<file path="src/core/pbc_params.svh">
`ifndef PBC_PARAMS_SVH
`define PBC_PARAMS_SVH
`define PBC_REG_ADDR      5'h00
`define PBC_BIT_SOFT_RST  15
`define PBC_BIT_LOOPBACK  14
`define PBC_BIT_SPEED_LO  13
`define PBC_BIT_NEG_EN    12
`define PBC_BIT_PWR_DOWN  11
`define PBC_BIT_ISOLATE   10
`define PBC_BIT_NEG_RST   9
`define PBC_BIT_DUPLEX    8
`define PBC_BIT_COLLISION_SIGNAL_TEST   7
`define PBC_BIT_SPEED_HI  6
`define PBC_WRITE_MASK    16'hffc0
`define PBC_SPEED_1G      2'h2
`define PBC_SPEED_100M    2'h1
`define PBC_SPEED_10M     2'h0
`define PBC_SPEED_RSVD    2'h3
`define PBC_RST_HOLD_NS   100
`define PBC_CLK_NS        5
`define PBC_RST_CYCLES    ((`PBC_RST_HOLD_NS + `PBC_CLK_NS - 1) / `PBC_CLK_NS)
`define PBC_CNT_W         8
`endif

</file>
<file path="src/core/pbc_pkg.sv">
package pbc_pkg;
  typedef struct packed {
    logic [1:0] speed;
    logic       neg_enable;
    logic       power_down;
  } pbc_strap_t;
  typedef struct packed {
    logic [1:0] speed;
    logic       negotiation_enable;
    logic       soft_power_down;
    logic       isolate;
    logic       full_duplex_select;
    logic       collision_signal_test;
    logic       loopback;
  } pbc_ctrl_t;
  typedef enum logic [1:0] {
    PBC_IDLE  = 2'b00,
    PBC_RESET = 2'b01,
    PBC_LOAD  = 2'b10
  } pbc_state_t;
endpackage

</file>
<file path="src/core/pbc_control.sv">
// Behaviour
// - Speed field is bit 6 high, bit 13 low; 10=1G, 01=100M, 00=10M, 11 reserved.
// - Speed has no fixed default; it loads from straps, and reads 10M while hard reset is held.
// - Bit 12 enables negotiation; default taken from the strap.
// - Speed, negotiation enable and power-down defaults load from strap pins.
// - Bit 11 sets software power-down; clearing resumes normal operation.
// - Power-down strapped high keeps the device idle until software clears it.
// - Bit 10 isolates: mac_out_enable drops to tristate the MAC outputs, transmit_enable is not gated by it; default off.
// - Writing 1 to bit 9 restarts negotiation; self clears once taken.
// - Bit 7 enables the collision signal test; default off.
// - Bit 5 reads zero; transmit only after a valid link.
// - Writing 1 to bit 15 soft resets; bit self clears when done.
// - Bit 14 enables loopback; default off.
`timescale 1ns/1ps
`include "pbc_params.svh"
module pbc_control
  import pbc_pkg::*;
(
  input  wire logic        clock,
  input  wire logic        rst,
  input  wire pbc_strap_t  strap,
  input  wire logic        wr_en,
  input  wire logic [4:0]  reg_addr,
  input  wire logic [15:0] wr_data,
  input  wire logic        neg_restart_ack,
  input  wire logic        link_valid,
  output logic      [15:0] rd_data,
  output pbc_ctrl_t        ctrl,
  output logic             negotiation_restart,
  output logic             soft_reset,
  output logic             mac_out_enable,
  output logic             transmit_enable,
  output logic             speed_reserved
);
  // Control group
  pbc_state_t            st_q;
  pbc_state_t            st_d;
  logic [`PBC_CNT_W-1:0] cnt_q;
  logic [`PBC_CNT_W-1:0] cnt_d;
  pbc_ctrl_t             c_q;
  pbc_ctrl_t             c_d;
  logic                  rstrt_q;
  logic                  rstrt_d;
  logic                  srst_q;
  logic                  srst_d;
  // Output group
  logic [15:0]           rd_q;
  logic [15:0]           rd_d;
  logic                  oe_q;
  logic                  oe_d;
  logic                  tx_q;
  logic                  tx_d;
  logic                  rsv_q;
  logic                  rsv_d;

  function automatic pbc_ctrl_t strap_defaults(input pbc_strap_t s);
    pbc_ctrl_t r;
    r = '0;
    r.speed              = s.speed;
    r.negotiation_enable = s.neg_enable;
    r.soft_power_down    = s.power_down;
    return r;
  endfunction

  function automatic logic [15:0] pack_reg(input pbc_ctrl_t c,
                                           input logic      sr,
                                           input logic      rs);
    logic [15:0] v;
    v = 16'h0000;
    v[`PBC_BIT_SOFT_RST] = sr;
    v[`PBC_BIT_LOOPBACK] = c.loopback;
    v[`PBC_BIT_SPEED_LO] = c.speed[0];
    v[`PBC_BIT_NEG_EN]   = c.negotiation_enable;
    v[`PBC_BIT_PWR_DOWN] = c.soft_power_down;
    v[`PBC_BIT_ISOLATE]  = c.isolate;
    v[`PBC_BIT_NEG_RST]  = rs;
    v[`PBC_BIT_DUPLEX]   = c.full_duplex_select;
    v[`PBC_BIT_COLLISION_SIGNAL_TEST]  = c.collision_signal_test;
    v[`PBC_BIT_SPEED_HI] = c.speed[1];
    return v;
  endfunction

  function automatic pbc_ctrl_t apply_write(input pbc_ctrl_t   c,
                                            input logic [15:0] d);
    pbc_ctrl_t r;
    r                       = c;
    r.loopback              = d[`PBC_BIT_LOOPBACK];
    r.speed                 = {d[`PBC_BIT_SPEED_HI], d[`PBC_BIT_SPEED_LO]};
    r.negotiation_enable    = d[`PBC_BIT_NEG_EN];
    r.soft_power_down       = d[`PBC_BIT_PWR_DOWN];
    r.isolate               = d[`PBC_BIT_ISOLATE];
    r.full_duplex_select    = d[`PBC_BIT_DUPLEX];
    r.collision_signal_test = d[`PBC_BIT_COLLISION_SIGNAL_TEST];
    return r;
  endfunction

  function automatic logic is_reserved(input logic [1:0] s);
    return s == `PBC_SPEED_RSVD;
  endfunction

  // Isolation tristates the MAC side regardless of link state
  function automatic logic drives_mac(input pbc_ctrl_t c,
                                      input logic      sr);
    return !c.isolate && !c.soft_power_down && !sr;
  endfunction

  // A strapped power-down keeps transmit off until software clears it
  function automatic logic may_transmit(input pbc_ctrl_t c,
                                        input logic      sr,
                                        input logic      link);
    return link && !c.soft_power_down && !sr;
  endfunction

  function automatic logic addr_hit(input logic [4:0] a);
    return a == `PBC_REG_ADDR;
  endfunction

  function automatic logic count_done(input logic [`PBC_CNT_W-1:0] n);
    return n == `PBC_CNT_W'(`PBC_RST_CYCLES - 1);
  endfunction

  logic wr_hit;
  logic ack_hit;
  assign wr_hit  = wr_en && addr_hit(reg_addr);
  assign ack_hit = rstrt_q && neg_restart_ack;

  always_comb begin
    st_d    = st_q;
    cnt_d   = cnt_q;
    c_d     = c_q;
    rstrt_d = rstrt_q;
    srst_d  = srst_q;
    // Ack honoured in every state so a restart never sticks
    if (ack_hit) begin
      rstrt_d = 1'b0;
    end
    case (st_q)
      PBC_LOAD: begin
        // Straps sampled after release, never under the async reset
        c_d     = strap_defaults(strap);
        rstrt_d = 1'b0;
        srst_d  = 1'b0;
        st_d    = PBC_IDLE;
      end
      PBC_RESET: begin
        // Soft reset holds writes off until the count ends
        if (count_done(cnt_q)) begin
          st_d = PBC_LOAD;
        end else begin
          cnt_d = cnt_q + `PBC_CNT_W'(1);
        end
      end
      PBC_IDLE: begin
        if (wr_hit && wr_data[`PBC_BIT_SOFT_RST]) begin
          // Rest of the word is dropped; the reload overwrites it anyway
          srst_d = 1'b1;
          cnt_d  = '0;
          st_d   = PBC_RESET;
        end else if (wr_hit) begin
          c_d = apply_write(c_q, wr_data);
          if (wr_data[`PBC_BIT_NEG_RST]) begin
            // Set wins over a same-cycle ack
            rstrt_d = 1'b1;
          end
        end else begin
          // Other addresses belong to other registers
          c_d = c_q;
        end
      end
      default: begin
        st_d = PBC_LOAD;
      end
    endcase
  end

  always_comb begin
    rd_d  = pack_reg(c_d, srst_d, rstrt_d);
    oe_d  = drives_mac(c_d, srst_d);
    tx_d  = may_transmit(c_d, srst_d, link_valid);
    rsv_d = is_reserved(c_d.speed);
  end

  always_ff @(posedge clock or posedge rst) begin
    if (rst) begin
      st_q    <= PBC_LOAD;
      cnt_q   <= '0;
      c_q     <= '0;
      rstrt_q <= 1'b0;
      srst_q  <= 1'b0;
    end else begin
      st_q    <= st_d;
      cnt_q   <= cnt_d;
      c_q     <= c_d;
      rstrt_q <= rstrt_d;
      srst_q  <= srst_d;
    end
  end

  always_ff @(posedge clock or posedge rst) begin
    if (rst) begin
      rd_q  <= 16'h0000;
      oe_q  <= 1'b0;
      tx_q  <= 1'b0;
      rsv_q <= 1'b0;
    end else begin
      rd_q  <= rd_d;
      oe_q  <= oe_d;
      tx_q  <= tx_d;
      rsv_q <= rsv_d;
    end
  end

  assign rd_data             = rd_q;
  assign ctrl                = c_q;
  assign negotiation_restart = rstrt_q;
  assign soft_reset          = srst_q;
  assign mac_out_enable      = oe_q;
  assign transmit_enable     = tx_q;
  assign speed_reserved      = rsv_q;
endmodule

</file>
<file path="config.mk">
export PLATFORM = sky130hd
export DESIGN_NAME = pbc_control
export DESIGN_NICKNAME = d
export VERILOG_FILES = /design/src/core/pbc_pkg.sv /design/src/core/pbc_control.sv
export VERILOG_INCLUDE_DIRS = /design/src /design/src/core
export SDC_FILE = /design/constraint.sdc
export NUM_CORES = 1
export LEC_CHECK = 0
export ABC_AREA = 0
export BUFFER_PORTS_ARGS = -buffer_cell sky130_fd_sc_hd__buf_4
export CAP_MARGIN = 20
export CORE_MARGIN = 5
export CORE_UTILIZATION = 40
export DETAILED_ROUTE_END_ITERATION = 10
export PLACE_DENSITY = 0.72
export SYNTH_ARGS = -nofsm -noshare
export SYNTH_HDL_FRONTEND = slang
export SYNTH_SLANG_ARGS = --single-unit
</file>
<file path="constraint.sdc">
create_clock -name clock -period 1.4 [get_ports clock]
set_input_delay 0.14 -clock clock [delete_from_list [all_inputs] [get_ports clock]]
set_output_delay 0.14 -clock clock [all_outputs]
set_load 0.005 [all_outputs]
</file>
==> run metrics <==
status complete, but fails checks; violated checks setup timing; crit-path max cell delay 0.40 ns; Hold Crit Class input pin to register; Final Hold Fails 0; Async SR Flop Fraction 1.00; largest cells by area after synthesis dfrtp_1 (41%), buf_4 (9.0%), nand2_1 (3.1%); HPWL after DPL 2420 um; EDFF count, synth 0; syn avg cell area 10.3 um2; Final Instance Count excl. Fillers 231; Synth top area share 0.414; number of max-cap violations 0; worst clock skew 0.00813 ns; Top Ports 59; die area 0.00458 mm2; CP required 1.63 ns; initial antenna violation count 0; Max Freq 0.697 GHz; die height 67.7 um; dpl ws -0.0427 ns; CTS tree built; root buffer cell clkbuf_4; Total GRT Usage 0.138; Core Region 0.00328 mm2; CP Capture Type register; global route overflow 0; post-synthesis mux area share 0.0235; initial core utilization 0.405; routability congestion estimate 0.823; clk sinks 23; Mapped Cells 129; synth unique cells 42; H-tree Lvls 1; First-pass DRT Iterations 5; detailed-route vias per instance 4.94; Yosys Warn Count 0; commonest cells in the netlist dfrtp_1 (22), buf_4 (16), nand2_1 (11), inv_1 (8), nand3_1 (6); Via Count 1140; #FFs+latches synth 23; most frequent cell after synthesis dfrtp_1; Leakage Power 0.893 nW; largest net degree at the start of global routing 24; unrepaired setup endpoints after global routing true; Placed Cells incl. Taps 225; simple-gate share of the synthesized area 0.204; final wirelength 3090 um; Final nets 217; crit path DAT 1.67 ns; Synth Area in Compound Gates 0.183; area leader, netlist dfrtp_1; CTS Buf Count 3; area share of fa/ha/maj cells after synthesis 0.00940; number of global-route vias before repair 1082; Tmin final 1.43 ns; DR iter-0 viols 43; Clk pin slew, worst setup/hold paths 0.13 ns; sequential share of the synthesized area 0.433; Avg WL per Cell 13.4 um; clk_lat worst skew 0.31 ns; Critical-path top delay cell dfrtp_1; max-slew violations 0; cells along the critical path or3_4, o41ai_4, buf_6, o211ai_1, o31ai_1; ratio of cells with drive above 1 in the final layout 0.459; Final Setup Violations 2; Max rail drop VDD 0.348 mV; row cnt 21; flop-to-flop setup slack -0.03 ns; post-route ant nets 0; most used flip-flop cell after synthesis dfrtp_1; first-pass GRT wire length 4860 um; Startpoint Class register; Final WS setup -0.0343 ns; CP max FO 8; final worst path period share 1.02; # DRC 0; largest family of logic cells by synthesized area simple AND/OR/NAND/NOR gates; die width 67.7 um; critical path class register to register; n_diodes 0; Max clock buf depth 2; xor/xnor share of the synthesized area 0.00658; Mapped Area 0.00133 mm2; Pwr Density 580 mW/mm2; # port buffers 46; Area Overhead vs Synth 38.3%
[power by group]
group	switching, mW	internal, mW	total (mW)
combinational	0.0410	0.0540	0.0950
clock	0.201	0.107	0.308
sequential	0.000180	0.665	0.665
[through the flow]
step | instance area [um2] | hold slack, ns | power [mW] | utilization | setup TNS (ns)
5_1_grt | 1840 | 0.0644 | 1.12 | 0.560 | -0.311
2_1_floorplan | 1360 | 0.141 | 0.715 | - | 0
6_report | 1840 | 0.0558 | 1.07 | 0.560 | -0.0561
3_3_place_gp | 1750 | 0.206 | 0.767 | 0.532 | -0.0235
3_5_place_dp | 1750 | 0.211 | 0.769 | 0.532 | -0.193
4_1_cts | 1790 | 0.0489 | 1.08 | 0.546 | -0.148
[worst max-delay path: cells and delay by family (launching register included)]
family                 cells  cell delay, ns
AO/OA/AOI/OAI              3            0.38
AND/OR/NAND/NOR            1            0.40
flip-flops                 1            0.40
buffers and inverters      1            0.17
[layout by cell type, fill, tap and decap left out, drive strengths merged, types with 4 or more instances in the layout]
| master | count |
|---|---|
| conb | 6 |
| dfrtp | 22 |
| buf | 66 |
| o41ai | 4 |
| nand2 | 11 |
| nor2 | 4 |
| nand3 | 6 |
| nand4 | 5 |
| inv | 8 |
| o21ai | 5 |
| nor2b | 5 |
[what timing repair did]
action,CTS,global route
resized for setup,0,12
hold endpoints to repair,22,0
buffers inserted,1,0
pin swaps,0,5
setup endpoints to repair,3,11
hold buffers,1,0
[per-layer routing]
metal | share of wire | routed length (um) | global-route usage
met1 | 0.40 | 1250 | 0.181
met2 | 0.56 | 1730 | 0.235
met3 | 0.036 | 110 | 0.0183
met4 | 0 | 0 | 0.0456
met5 | 0 | 0 | 0
[kinds of logic (layout without fill, tap and decap cells)]
kind of cell / count (synthesis) / in the layout
simple gates: 45 / 45
fa+ha+maj: 1 / 1
flops: 23 / 23
compound gates: 27 / 27
buf+inv: 28 / 79
xor+xnor: 1 / 1
other cells: 1 / 6
mux: 3 / 3
[final timing paths]
kind | from | endpoint | cells past startpoint
max | cnt_q[7]$_DFFE_PP0P_ | cnt_q[2]$_DFFE_PP0P_ | 5
min | strap[1] | register | 3
max reg2reg | cnt_q[7]$_DFFE_PP0P_ | cnt_q[2]$_DFFE_PP0P_ | 5
min reg2reg | register | register | 1
max in group asynchronous | rst | st_q[1]$_DFFE_PP1P_ | 4
min in group asynchronous | rst | cnt_q[6]$_DFFE_PP0P_ | 4
[layout make-up]
type,instances,area [um2]
Fill cell,286,1440
Multi-Input combinational cell,83,636
Sequential cell,23,577
Timing Repair Buffer,67,513
Tap cell,46,57.6
Inverter,8,30.0
Clock buffer,3,22.5
Clock inverter,1,5.00
(Power assumes the default switching activity.)
